File: config.mk
export PLATFORM = sky130hd
export DESIGN_NAME = tic_irq_dma_ctrl
export DESIGN_NICKNAME = d
export VERILOG_FILES = /design/src/rtl/tic_pkg.sv /design/src/rtl/tic_cap_if.sv /design/src/rtl/tic_pin_sync.sv /design/src/rtl/tic_cap_unit.sv /design/src/rtl/tic_irq_dma_ctrl.sv
export SDC_FILE = /design/constraint.sdc
export NUM_CORES = 1
export LEC_CHECK = 0
export CAP_MARGIN = 25
export CORE_UTILIZATION = 57
export DETAILED_ROUTE_END_ITERATION = 6
export DONT_BUFFER_PORTS = 1
export PLACE_DENSITY = 0.75
export SLEW_MARGIN = 20
export SYNTH_ARGS = -nofsm -noshare
export SYNTH_HDL_FRONTEND = slang
export SYNTH_HIERARCHICAL = 1
export SYNTH_SLANG_ARGS = --single-unit
File: constraint.sdc
create_clock -name core_clk -period 2.8 [get_ports core_clk]
set_clock_uncertainty 0.1 [all_clocks]
set_input_delay 0.42 -clock core_clk [delete_from_list [all_inputs] [get_ports core_clk]]
set_output_delay 0.42 -clock core_clk [all_outputs]
set_load 0.03 [all_outputs]
File: src/rtl/tic_pkg.sv
package tic_pkg;
   localparam int         NUM_TIMERS  = 4;
   localparam int         CNT_W       = 16;
   localparam int         ADDR_W      = 12;
   localparam logic [9:0] IDX_LOOPBACK = 10'h0F8;
   localparam logic [9:0] IDX_DMA_CFG  = 10'h0F9;
   localparam logic [9:0] IDX_MODE     = 10'h0FA;
   localparam logic [9:0] IDX_STATUS   = 10'h0FB;
   localparam logic [9:0] IDX_CAPTURE  = 10'h0FC;
   localparam logic [9:0] IDX_COMPARE  = 10'h0FD;
   localparam logic [9:0] IDX_MASK     = 10'h0FF;
   localparam logic [7:0] LOOPBACK_RST = 8'hFC;
   localparam logic [7:0] MASK_RST     = 8'h00;
   localparam logic [7:0] DMA_CFG_RST  = 8'h00;
   localparam logic [7:0] MODE_RST     = 8'h00;
   localparam logic [15:0] COMPARE_RST = 16'hFFFF;
   localparam logic [15:0] COUNT_RST   = 16'h0000;
   localparam int GLOBAL_TIMER_IRQ_ENABLE_BIT = 7;
   localparam int CAPTURE0_DMA_MASK_BIT  = 6;
   localparam int CAPTURE0_IRQ_MASK_BIT  = 5;
   localparam int CAPTURE1_IRQ_MASK_BIT  = 4;
   localparam int COMPARE0_DMA_MASK_BIT  = 3;
   localparam int CM0I_BIT  = 2;
   localparam int DMA_CAPTURE_SOURCE_SEL_BIT  = 5;
   localparam int DMA_COMPARE_DEST_SEL_BIT  = 4;
   localparam int DMA_SWAP_ENABLE_BIT  = 3;
   localparam int PL_LSB    = 0;
   localparam int COMB_BIT  = 0;
   localparam int AUTO_BIT  = 1;
   localparam int BICAP_BIT = 2;
   localparam int UPDN_BIT  = 3;
   localparam int SWCAP_BIT = 4;
   localparam int CAP0F_BIT = 0;
   localparam int CAP1F_BIT = 1;
   localparam int CMP0F_BIT = 2;
   localparam int EOBF_BIT  = 3;
   localparam int IRQ_BIT   = 4;
   localparam int CSEL_BIT  = 5;
endpackage

File: src/rtl/tic_cap_if.sv
`timescale 1ns/1ps
interface tic_cap_if;
   logic                   cap_strobe;
   logic                   bicap_en;
   logic [tic_pkg::CNT_W-1:0] count;
   logic                   cap0_evt;
   logic                   cap1_evt;
   logic [tic_pkg::CNT_W-1:0] cap0;
   logic [tic_pkg::CNT_W-1:0] cap1;
   logic                   cur_sel;
   modport ctrl (output cap_strobe, bicap_en, count,
                 input cap0_evt, cap1_evt, cap0, cap1, cur_sel);
   modport unit (input cap_strobe, bicap_en, count,
                 output cap0_evt, cap1_evt, cap0, cap1, cur_sel);
endinterface

File: src/rtl/tic_pin_sync.sv
`timescale 1ns/1ps
module tic_pin_sync (
   input  wire logic                           core_clk,
   input  wire logic                           srst,
   input  wire logic [tic_pkg::NUM_TIMERS-1:0] pin_a,
   input  wire logic                           pin_b,
   input  wire logic [tic_pkg::NUM_TIMERS-1:0] out_a,
   input  wire logic [1:0]                     loop_sel,
   output logic      [tic_pkg::NUM_TIMERS-1:0] in_a,
   output logic                                in_b
);
   logic [1:0] b_sync_ff;

   always_ff @(posedge core_clk) begin
      if (srst) begin
         b_sync_ff <= 2'h0;
      end else begin
         b_sync_ff <= {b_sync_ff[0], pin_b};
      end
   end
   assign in_b = b_sync_ff[1];

   genvar g;
   generate
      for (g = 0; g < tic_pkg::NUM_TIMERS; g++) begin : g_tmr
         logic [1:0] a_sync_ff;
         logic       a_eff_ff;
         // Odd timers follow bit 1, even timers bit 0.
         always_ff @(posedge core_clk) begin
            if (srst) begin
               a_sync_ff <= 2'h0;
               a_eff_ff  <= 1'b0;
            end else begin
               a_sync_ff <= {a_sync_ff[0], pin_a[g]};
               a_eff_ff  <= loop_sel[g % 2] ? out_a[g] : a_sync_ff[1];
            end
         end
         assign in_a[g] = a_eff_ff;

      end
   endgenerate
endmodule // tic_pin_sync

File: src/rtl/tic_cap_unit.sv
`timescale 1ns/1ps
module tic_cap_unit (
   input wire logic core_clk,
   input wire logic srst,
   tic_cap_if.unit  cap
);
   logic                      sel_ff;
   logic                      cap0_evt_ff;
   logic                      cap1_evt_ff;
   logic [tic_pkg::CNT_W-1:0] cap0_ff;
   logic [tic_pkg::CNT_W-1:0] cap1_ff;

   // Clearing bicapture returns the pointer to register 0.
   always_ff @(posedge core_clk) begin
      if (srst || !cap.bicap_en) begin
         sel_ff <= 1'b0;
      end else if (cap.cap_strobe) begin
         sel_ff <= ~sel_ff;
      end
   end

   always_ff @(posedge core_clk) begin
      if (srst) begin
         cap0_ff     <= tic_pkg::COUNT_RST;
         cap1_ff     <= tic_pkg::COUNT_RST;
         cap0_evt_ff <= 1'b0;
         cap1_evt_ff <= 1'b0;
      end else begin
         cap0_evt_ff <= cap.cap_strobe && !sel_ff;
         cap1_evt_ff <= cap.cap_strobe && sel_ff;
         if (cap.cap_strobe && !sel_ff) begin
            cap0_ff <= cap.count;
         end
         if (cap.cap_strobe && sel_ff) begin
            cap1_ff <= cap.count;
         end
      end
   end

   assign cap.cap0_evt = cap0_evt_ff;
   assign cap.cap1_evt = cap1_evt_ff;
   assign cap.cap0     = cap0_ff;
   assign cap.cap1     = cap1_ff;
   assign cap.cur_sel  = sel_ff;
endmodule // tic_cap_unit

File: src/rtl/tic_irq_dma_ctrl.sv
// Chosen here: register access over APB.
`timescale 1ns/1ps
module tic_irq_dma_ctrl (
   input  wire logic                           core_clk,
   input  wire logic                           srst,
   input  wire logic                           psel,
   input  wire logic                           penable,
   input  wire logic                           pwrite,
   input  wire logic [tic_pkg::ADDR_W-1:0]     paddr,
   input  wire logic [31:0]                    pwdata,
   output logic      [31:0]                    prdata,
   output logic                                pready,
   output logic                                pslverr,
   input  wire logic [tic_pkg::NUM_TIMERS-1:0] timer_input_a,
   input  wire logic                           timer_input_b,
   input  wire logic [tic_pkg::NUM_TIMERS-1:0] timer_output_a,
   output logic      [tic_pkg::NUM_TIMERS-1:0] eff_input_a,
   input  wire logic                           dma_cap_eob,
   input  wire logic                           dma_cmp_eob,
   output logic                                dma_cap_req,
   output logic                                dma_cmp_req,
   output logic                                dma_capture_source_sel,
   output logic                                dma_compare_dest_sel,
   output logic                                dma_swap_enable,
   output logic      [2:0]                     priority_level,
   output logic                                timer_irq_req
);
   logic [7:0]                mask_ff;
   logic [1:0]                loop_ff;
   logic [7:0]                dcfg_ff;
   logic [3:0]                mode_ff;
   logic [tic_pkg::CNT_W-1:0] cmp_ff;
   logic [tic_pkg::CNT_W-1:0] cnt_ff;
   logic [tic_pkg::CNT_W-1:0] nxt_cnt;
   logic                      a_prev_ff;
   logic                      match_prev_ff;
   logic                      cap0f_ff;
   logic                      cap1f_ff;
   logic                      cmp0f_ff;
   logic                      eobf_ff;
   logic                      irq_ff;
   logic                      cap_irq_ff;
   logic                      dma_cap_ff;
   logic                      dma_cmp_ff;
   logic [31:0]               prdata_ff;
   logic                      in_b;
   logic                      a_rise;
   logic                      match;
   logic                      cmp_evt;
   logic                      wr_en;
   logic                      sw_cap;
   logic [9:0]                idx;
   logic                      mapped;
   logic [31:0]               rd_mux;
   logic                      cap0_term;
   logic                      cap1_term;
   logic                      cap_term;
   logic                      nxt_irq;

   tic_cap_if cap ();

   tic_pin_sync u_sync (
      .core_clk (core_clk),
      .srst     (srst),
      .pin_a    (timer_input_a),
      .pin_b    (timer_input_b),
      .out_a    (timer_output_a),
      .loop_sel (loop_ff),
      .in_a     (eff_input_a),
      .in_b     (in_b)
   );

   tic_cap_unit u_cap (
      .core_clk (core_clk),
      .srst     (srst),
      .cap      (cap.unit)
   );

   assign idx    = paddr[tic_pkg::ADDR_W-1:2];
   assign mapped = (paddr[1:0] == 2'h0) &&
                   (idx == tic_pkg::IDX_LOOPBACK || idx == tic_pkg::IDX_DMA_CFG ||
                    idx == tic_pkg::IDX_MODE     || idx == tic_pkg::IDX_STATUS  ||
                    idx == tic_pkg::IDX_CAPTURE  || idx == tic_pkg::IDX_COMPARE ||
                    idx == tic_pkg::IDX_MASK);
   assign wr_en  = psel && penable && pwrite && mapped;
   assign sw_cap = wr_en && idx == tic_pkg::IDX_MODE && pwdata[tic_pkg::SWCAP_BIT];

   // Zero wait states: read data is fetched in the setup cycle.
   assign pready  = 1'b1;
   assign pslverr = psel && penable && !mapped;
   assign prdata  = prdata_ff;

   always_comb begin
      rd_mux = 32'h0000_0000;
      case (idx)
         tic_pkg::IDX_LOOPBACK: rd_mux = {24'h0, tic_pkg::LOOPBACK_RST[7:2], loop_ff};
         tic_pkg::IDX_DMA_CFG:  rd_mux = {24'h0, dcfg_ff};
         tic_pkg::IDX_MODE:     rd_mux = {28'h0, mode_ff};
         tic_pkg::IDX_STATUS:   rd_mux = {26'h0, cap.cur_sel, irq_ff, eobf_ff,
                                          cmp0f_ff, cap1f_ff, cap0f_ff};
         tic_pkg::IDX_CAPTURE:  rd_mux = {cap.cap1, cap.cap0};
         tic_pkg::IDX_COMPARE:  rd_mux = {cnt_ff, cmp_ff};
         tic_pkg::IDX_MASK:     rd_mux = {24'h0, mask_ff};
         default:               rd_mux = 32'h0000_0000;
      endcase
   end

   always_ff @(posedge core_clk) begin
      if (srst) begin
         prdata_ff <= 32'h0000_0000;
      end else if (psel && !penable && !pwrite) begin
         prdata_ff <= mapped ? rd_mux : 32'h0000_0000;
      end
   end

   always_ff @(posedge core_clk) begin
      if (srst) begin
         loop_ff <= tic_pkg::LOOPBACK_RST[1:0];
         dcfg_ff <= tic_pkg::DMA_CFG_RST;
         mode_ff <= tic_pkg::MODE_RST[3:0];
         cmp_ff  <= tic_pkg::COMPARE_RST;
      end else if (wr_en) begin
         case (idx)
            tic_pkg::IDX_LOOPBACK: loop_ff <= pwdata[1:0];
            tic_pkg::IDX_DMA_CFG:  dcfg_ff <= {2'h0, pwdata[5:0]};
            tic_pkg::IDX_MODE:     mode_ff <= pwdata[3:0];
            tic_pkg::IDX_COMPARE:  cmp_ff  <= pwdata[15:0];
            default:               cmp_ff  <= cmp_ff;
         endcase
      end
   end

   // Bits 1:0 of the mask register are kept for software but drive nothing here.
   // End of block wins over a software set in the same cycle; swap keeps the mask.
   always_ff @(posedge core_clk) begin
      if (srst) begin
         mask_ff <= tic_pkg::MASK_RST;
      end else begin
         if (wr_en && idx == tic_pkg::IDX_MASK) begin
            mask_ff <= pwdata[7:0];
         end
         if (dma_cap_eob && !dcfg_ff[tic_pkg::DMA_SWAP_ENABLE_BIT]) begin
            mask_ff[tic_pkg::CAPTURE0_DMA_MASK_BIT] <= 1'b0;
         end
         if (dma_cmp_eob && !dcfg_ff[tic_pkg::DMA_SWAP_ENABLE_BIT]) begin
            mask_ff[tic_pkg::COMPARE0_DMA_MASK_BIT] <= 1'b0;
         end
      end
   end

   assign dma_capture_source_sel = dcfg_ff[tic_pkg::DMA_CAPTURE_SOURCE_SEL_BIT];
   assign dma_compare_dest_sel   = dcfg_ff[tic_pkg::DMA_COMPARE_DEST_SEL_BIT];
   assign dma_swap_enable        = dcfg_ff[tic_pkg::DMA_SWAP_ENABLE_BIT];
   assign priority_level         = dcfg_ff[tic_pkg::PL_LSB +: 3];

   // Timer 0 input A drives the capture path and, in autodiscriminator mode, the counter.
   assign a_rise = eff_input_a[0] && !a_prev_ff;

   always_comb begin
      nxt_cnt = cnt_ff;
      if (mode_ff[tic_pkg::AUTO_BIT]) begin
         if (a_rise) begin
            nxt_cnt = in_b ? cnt_ff + 16'h0001 : cnt_ff - 16'h0001;
         end
      end else if (mode_ff[tic_pkg::UPDN_BIT]) begin
         nxt_cnt = cnt_ff + 16'h0001;
      end else begin
         nxt_cnt = cnt_ff - 16'h0001;
      end
   end

   always_ff @(posedge core_clk) begin
      if (srst) begin
         cnt_ff        <= tic_pkg::COUNT_RST;
         a_prev_ff     <= 1'b0;
         match_prev_ff <= 1'b0;
      end else begin
         cnt_ff        <= nxt_cnt;
         a_prev_ff     <= eff_input_a[0];
         match_prev_ff <= match;
      end
   end

   assign match   = (cnt_ff == cmp_ff);
   assign cmp_evt = match && !match_prev_ff;

   assign cap.cap_strobe = a_rise || sw_cap;
   assign cap.bicap_en   = mode_ff[tic_pkg::BICAP_BIT];
   assign cap.count      = cnt_ff;

   // Hardware set wins over a write-one clear in the same cycle.
   always_ff @(posedge core_clk) begin
      if (srst) begin
         cap0f_ff <= 1'b0;
         cap1f_ff <= 1'b0;
         cmp0f_ff <= 1'b0;
         eobf_ff  <= 1'b0;
      end else begin
         if (wr_en && idx == tic_pkg::IDX_STATUS) begin
            cap0f_ff <= cap0f_ff & ~pwdata[tic_pkg::CAP0F_BIT];
            cap1f_ff <= cap1f_ff & ~pwdata[tic_pkg::CAP1F_BIT];
            cmp0f_ff <= cmp0f_ff & ~pwdata[tic_pkg::CMP0F_BIT];
            eobf_ff  <= eobf_ff  & ~pwdata[tic_pkg::EOBF_BIT];
         end
         if (cap.cap0_evt) begin
            cap0f_ff <= 1'b1;
         end
         if (cap.cap1_evt) begin
            cap1f_ff <= 1'b1;
         end
         if (cmp_evt) begin
            cmp0f_ff <= 1'b1;
         end
         if (dma_cap_eob) begin
            eobf_ff <= 1'b1;
         end
      end
   end

   // With the capture DMA armed, the capture-0 mask serves the end of block.
   assign cap0_term = mask_ff[tic_pkg::CAPTURE0_IRQ_MASK_BIT] &&
                      (mask_ff[tic_pkg::CAPTURE0_DMA_MASK_BIT] ? eobf_ff : cap0f_ff);
   assign cap1_term = mask_ff[tic_pkg::CAPTURE1_IRQ_MASK_BIT] && cap1f_ff;
   // Combining needs both capture masks set by software to ever fire.
   assign cap_term  = mode_ff[tic_pkg::COMB_BIT] ? (cap0_term && cap1_term)
                                                 : (cap0_term || cap1_term);
   assign nxt_irq   = mask_ff[tic_pkg::GLOBAL_TIMER_IRQ_ENABLE_BIT] &&
                      (cap_term || (mask_ff[tic_pkg::CM0I_BIT] && cmp0f_ff));

   always_ff @(posedge core_clk) begin
      if (srst) begin
         irq_ff     <= 1'b0;
         cap_irq_ff <= 1'b0;
         dma_cap_ff <= 1'b0;
         dma_cmp_ff <= 1'b0;
      end else begin
         irq_ff     <= nxt_irq;
         cap_irq_ff <= cap_term;
         dma_cap_ff <= mask_ff[tic_pkg::CAPTURE0_DMA_MASK_BIT] && cap.cap0_evt;
         dma_cmp_ff <= mask_ff[tic_pkg::COMPARE0_DMA_MASK_BIT] && cmp_evt;
      end
   end

   assign timer_irq_req = irq_ff;
   assign dma_cap_req   = dma_cap_ff;
   assign dma_cmp_req   = dma_cmp_ff;
endmodule // tic_irq_dma_ctrl

==> impl_metrics.env, run 1 <==
export IMPL_fin_crit_ns=2.262
export IMPL_syn2layout_area_growth_pct=10.85
export IMPL_cts_tree="built"
export IMPL_ios=107
export IMPL_worstSetupStartpoint="paddr[11]"
export IMPL_io_buffers=0
export IMPL_clock_sinks=142
export IMPL_min_path_type="in2reg"
export IMPL_clock_path_buffers=2
export IMPL_setup_viol_count_final=0
export IMPL_critPathMaxFanout=11
export IMPL_drive_gt1_frac=0.09091
export IMPL_gr_total_overflow=0
export IMPL_synth_edf_count=0
export IMPL_die_area_um2=11780
export IMPL_timing_hold_ws_ns=0.01307
export IMPL_ys_seq_area_frac=0.4393
export IMPL_worstPathRequired_ns=3.04
export IMPL_routed_wl_mm=16.44
export IMPL_ys_ff_latch=142
export IMPL_wl_per_cell_um=19.48
export IMPL_synth_main_ff_cell="dfxtp_1"
export IMPL_crit_path_end_kind="flip-flop"
export IMPL_first_pass_iters=5
export IMPL_syn_nets=771
export IMPL_cts_max_level=4
export IMPL_rsz0062_at_grt="false"
export IMPL_critical_path_slowest_cell="or3b_1"
export IMPL_grt_max_degree=67
export IMPL_path_buf_inv=1
export IMPL_dp_cells=807
export IMPL_vias_per_cell=6.132
export IMPL_grt_pass1_wl_mm=25.41
export IMPL_fmax_ghz=0.4420
export IMPL_layout_common_cells="dfxtp_1, mux2i_1, nand2_1"
export IMPL_finalMaxSlewViolations=0
export IMPL_cts_buffers=17
export IMPL_worstMarginPinSlew_ns=0.7210
export IMPL_r2r_cells=5
export IMPL_drc=0
export IMPL_min_from="pwdata[13]"
export IMPL_hold_viol=0
export IMPL_maxCapViolCount=0
export IMPL_arrival_ns=2.50
export IMPL_syn_area_um2=6471
export IMPL_ys_async_sr_fraction=0
export IMPL_p_leak_nw=2.597
export IMPL_antenna_found_initial=0
export IMPL_avgSynthCellArea_um2=9.127
export IMPL_r2r_start="cap.count[6]"
export IMPL_final_common_cell="dfxtp_1"
export IMPL_clk_latency_ns=0.42
export IMPL_dpl_hpwl_mm=11.19
export IMPL_drt_iter0_markers=429
export IMPL_clk_pin_slew_ns=0.06
export IMPL_fin_tns_setup_ns=0
export IMPL_critPathLaunchType="primary input"
export IMPL_die_w_um=108.6
export IMPL_diodes=0
export IMPL_timing_worst_setup_path_type="in2reg"
export IMPL_grt_use_total=0.2914
export IMPL_nets=755
export IMPL_cp_depth=7
export IMPL_cts_setup_buffers=0
export IMPL_vias=5175
export IMPL_gp_congestion=0.8908
export IMPL_postRouteAntennaNets=0
export IMPL_fin_cells=844
export IMPL_worst_path_largest_cell_delay_ns=0.49
export IMPL_cp_cell_sequence="or3b_1 > nor4_1 > nand3_1 > o21ai_0 > buf_4 > nand2_1 > mux2i_1"
export IMPL_fin_crit_sh=0.8080
export IMPL_critPathTopFamily="simple AND/OR/NAND/NOR gates"
export IMPL_slew_headroom=0.5193
export IMPL_core_um2=10940
export IMPL_start_util=0.5918
export IMPL_first_global_vias=4903
export IMPL_ir_drop_v=0.0004672
export IMPL_cts_root_buf="clkbuf_16"
export IMPL_power_density_nw_per_um2=714.2
export IMPL_syn_inst=709
export IMPL_ys_types=61
export IMPL_yosysWarnings=6
export IMPL_dieHeight_um=108.6
export IMPL_rows=38
export IMPL_hold_path_depth=1
export IMPL_status="completed"
==> logic make-up after synthesis <==
family                   share of synthesized area
flip-flops                                  0.4393
other                                    0.0005795
adder cells (fa/ha/maj)                   0.005413
AND/OR/NAND/NOR                             0.2270
XOR/XNOR                                   0.04196
multiplexers                                0.1046
AO/OA/AOI/OAI                               0.1323
buffers and inverters                      0.04892
==> layer usage <==
metal / wire length [µm] / global-route usage / vias up
li1: - / - / 2453
met1: 6815 / 0.3635 / 2470
met2: 7845 / 0.4706 / 216
met3: 1363 / 0.08499 / 36
met4: 414 / 0.1168 / 0
met5: 0 / 0 / -
==> sequential cells by signal (all words and copies together), names as in the netlist, 6 cells and up <==
signal,flops
cmp_ff,16
prdata,32
u_cap/cap.cap0,16
cap.count,16
mask_ff,8
u_sync/g_tmr.a_sync_ff,8
dcfg_ff,6
u_cap/cap.cap1,16
==> final timing paths <==
kind	end	slack, ns
setup / recovery	u_cap/cap.cap1[3]	0.54
hold / removal	cmp_ff[13]	0.01
setup reg to reg	cap.count[15]	0.62
hold reg to reg	dma_cmp_req	0.33
==> area by class of cell <==
class                   instances  area, µm²
flip-flops and latches        142       2843
repair buffers                 21      192.7
clock buffers                  20      446.7
fillers                       886       3762
well taps                     140      175.2
multi-input cells             499       3332
inverters                      12      45.04
clock inverters                10      138.9
==> repair_timing <==
action	CTS	global route
resized for setup	0	0
endpoints found under the setup margin	0	0
endpoints found under the hold margin	66	0
hold buffers	7	0
==> synth_stat cells, types with 4 or more instances <==
cell type / count / area [µm²]
nor2_1: 53 / 198.9
nor2b_2: 6 / 52.55
a21oi_1: 13 / 65.06
o21ai_0: 41 / 205.2
and2b_2: 4 / 35.03
inv_1: 11 / 41.29
and3_1: 4 / 25.02
buf_2: 4 / 20.02
a211o_1: 16 / 140.1
nor2b_1: 20 / 125.1
buf_4: 9 / 67.56
xor2_1: 20 / 175.2
or4_1: 6 / 45.04
mux2i_1: 62 / 620.6
nor4_1: 10 / 62.56
mux2_2: 4 / 45.04
dfxtp_1: 142 / 2843
clkbuf_1: 39 / 146.4
nand4_1: 9 / 56.30
xnor2_1: 11 / 96.34
and2_1: 5 / 31.28
a221oi_1: 6 / 52.55
nor3b_1: 4 / 30.03
nand2b_1: 54 / 337.8
a22oi_1: 24 / 180.2
nand2_1: 57 / 214.0
nor3_1: 12 / 60.06
nand3_1: 14 / 70.07
==> power breakdown <==
part	switching, W	leakage, nW	internal [W]
Clock	0.000820	0.286	0.00141
Sequential	0.000157	1.15	0.00211
Combinational	0.000340	1.16	0.000288
Total	0.00132	2.60	0.00381
==> through the flow <==
| step | instance area, µm² | power (W) | setup slack (ns) | util |
|---|---|---|---|---|
| finish | 7173 | 0.005123 | 0.5375 | 0.6560 |
| global route | 7173 | 0.005323 | 0.3721 | 0.6560 |
| CTS | 7166 | 0.005147 | 0.6054 | 0.6553 |
| detailed placement | 6492 | 0.002896 | 0.2147 | 0.5937 |
| global placement | 6492 | 0.002878 | 0.2764 | 0.5937 |
| floorplan | 6471 | 0.002755 | 0.07345 | - |
Note: power is estimated with default switching activity, not from simulation.
==> run 2: changes to the inputs <==
--- a/config.mk
+++ b/config.mk
@@ -6,10 +6,10 @@
 export NUM_CORES = 1
 export LEC_CHECK = 0
 export CAP_MARGIN = 25
-export CORE_UTILIZATION = 57
+export CORE_UTILIZATION = 63
 export DETAILED_ROUTE_END_ITERATION = 6
 export DONT_BUFFER_PORTS = 1
-export PLACE_DENSITY = 0.75
+export PLACE_DENSITY = 0.79
 export SLEW_MARGIN = 20
 export SYNTH_ARGS = -nofsm -noshare
 export SYNTH_HDL_FRONTEND = slang
==> constraint.sdc (replaced) <==
create_clock -name core_clk -period 2.3 [get_ports core_clk]
set_clock_uncertainty 0.1 [all_clocks]
set_input_delay 0.345 -clock core_clk [delete_from_list [all_inputs] [get_ports core_clk]]
set_output_delay 0.345 -clock core_clk [all_outputs]
set_load 0.03 [all_outputs]
==> run 2 against run 1 <==
The run now ends with negative hold slack left. Count of clock-buffer cells in the layout fell by 3. Register-to-register slack got worse by 0.54 ns. Combinational power rose by 26%. Final cell count rose by 3.4%. Largest cell class unchanged.
==> impl_metrics.env, run 2 (synthesis gave the netlist of run 1 again) <==
export IMPL_comb_power_share=0.125
export IMPL_regToRegSetupSlack_ns=0.08
export IMPL_ir_drop_v=0.0006148
export IMPL_gp_congestion=0.9535
export IMPL_p_sw_frac=0.2853
export IMPL_fillers=668
export IMPL_cts_root_buf="clkbuf_8"
export IMPL_ctsResizeCount=0
export IMPL_fin_area_um2=7518
export IMPL_p_switching_w=0.001805
export IMPL_postRouteAntennaNets=0
export IMPL_fin_crit_ns=2.223
export IMPL_placed_area_um2=6614
export IMPL_drc=0
export IMPL_antenna_found_initial=0
export IMPL_arrival_ns=2.54
export IMPL_clkPwrFrac=0.436
export IMPL_slew_headroom=0.5661
export IMPL_timing_worst_setup_path_type="reg2reg"
export IMPL_first_pass_iters=5
export IMPL_routed_wl_mm=16.99
export IMPL_endpoint="cap.count[15]"
export IMPL_diodes=0
export IMPL_fin_crit_sh=0.9663
export IMPL_final_common_cell="dfxtp_1"
export IMPL_cts_max_level=4
export IMPL_min_path_type="in2reg"
export IMPL_gr_total_overflow=0
export IMPL_grt_pass1_wl_mm=26.19
export IMPL_io_buffers=0
export IMPL_setup_viol_count_final=0
export IMPL_clk_latency_ns=0.54
export IMPL_syn2layout_area_growth_pct=16.18
export IMPL_worstSetupStartpoint="cap.count[9]"
export IMPL_multiInputGateArea_um2=3347
export IMPL_core_um2=9864
export IMPL_drt_iter0_markers=478
export IMPL_fmax_ghz=0.4499
export IMPL_drive_gt1_frac=0.1122
export IMPL_cts_tree="built"
export IMPL_r2r_cells=5
export IMPL_critPathMaxFanout=9
export IMPL_clock_sinks=142
export IMPL_clock_path_buffers=2
export IMPL_grt_max_degree=126
export IMPL_power_density_nw_per_um2=841.6
export IMPL_start_util=0.6560
export IMPL_first_global_vias=5051
export IMPL_layout_common_cells="dfxtp_1, mux2i_1, nand2_1"
export IMPL_power_internal_w=0.004522
export IMPL_largest_register_ffs=32
export IMPL_p_leak_nw=2.763
export IMPL_nets=789
export IMPL_die_area_um2=10680
export IMPL_power_total_w=0.006328
export IMPL_crit_path_end_kind="flip-flop"
export IMPL_dieHeight_um=103.4
export IMPL_worstMarginPinSlew_ns=0.6494
export IMPL_cts_buffers=17
export IMPL_vias_per_cell=6.230
export IMPL_vias=5439
export IMPL_r2r_start="cap.count[9]"
export IMPL_seqCellArea_um2=2843
export IMPL_fin_tns_setup_ns=0
export IMPL_status="finished, violations left"
export IMPL_reg2reg_to="cap.count[15]"
export IMPL_rows=36
export IMPL_dpl_hpwl_mm=11.01
export IMPL_rsz0062_at_grt="false"
export IMPL_worstPathRequired_ns=2.62
export IMPL_clk_pin_slew_ns=0.07
export IMPL_violations="negative hold slack"
export IMPL_die_w_um=103.4
export IMPL_wl_per_cell_um=19.46
export IMPL_finalMaxSlewViolations=0
export IMPL_ios=107
export IMPL_grt_use_total=0.3326
export IMPL_hold_viol=9
export IMPL_timing_hold_ws_ns=-0.008193
export IMPL_p_seq_frac=0.438
export IMPL_critPathLaunchType="flip-flop"
export IMPL_maxCapViolCount=0
[run 2: worst min-delay path by stage]
stage | from | to | slack [ns] | depth (start not counted)
finish | srst | prdata[15] | -0.008 | 3
global route | paddr[3] | prdata[1] | 0.01 | 3
CTS | paddr[3] | prdata[1] | 0.007 | 3
detailed placement | srst | u_sync/g_tmr[3].a_sync_ff[0] | 0.32 | 1
global placement | match_prev_ff | dma_cmp_req | 0.31 | 1
floorplan | match_prev_ff | dma_cmp_req | 0.30 | 1
[run 2: critical path, stage by stage, from the launching register on]
cell and delay (ns):
dfxtp_1 0.53, nand4_1 0.23, a2111oi_0 0.63, nand3_1 0.15
o21a_1 0.16, mux2_1 0.31
[run 2: final cells by class]
type | instances | area share
Clock inverter | 15 | 0.02330
Clock buffer | 17 | 0.05508
Inverter | 12 | 0.005991
Sequential cell | 142 | 0.3781
Tap cell | 133 | 0.02213
Timing Repair Buffer | 55 | 0.07023
Multi-Input combinational cell | 499 | 0.4452
[run 2: per-layer routing]
layer  share of wire  vias up  global-route usage  routed length, µm
met5               0        -                   0                  0
met4           0.022        0              0.1181                370
met3           0.082       52             0.08871               1385
met2            0.48      275              0.5436               8155
met1            0.42     2595              0.4237               7076
li1                -     2517                   -                  -
[run 2: what timing repair did]
| item | 4_1_cts | 5_1_grt |
|---|---|---|
| setup buffers | 0 | 0 |
| hold buffers | 29 | 0 |
| hold endpoints to repair | 114 | 0 |
[run 2: metrics by stage]
| step | hold WS, ns | instances | util | setup slack, ns |
|---|---|---|---|---|
| floorplan | 0.2985 | 709 | - | 0.03434 |
| global placement | 0.3083 | 812 | 0.6705 | 0.1344 |
| detailed placement | 0.3187 | 812 | 0.6705 | 0.07036 |
| CTS | 0.006641 | 873 | 0.7614 | 0.1510 |
| global route | 0.01298 | 873 | 0.7622 | 0.001104 |
| finish | -0.008193 | 873 | 0.7622 | 0.07745 |
[run 2: power groups by stage]
stage | Combinational, W | Sequential, W | Clock [W]
finish | 0.000792 | 0.00277 | 0.00276
global route | 0.000865 | 0.00279 | 0.00289
CTS | 0.000778 | 0.00277 | 0.00275
detailed placement | 0.000689 | 0.00282 | 0
global placement | 0.000673 | 0.00281 | 0
floorplan | 0.000681 | 0.00267 | 0
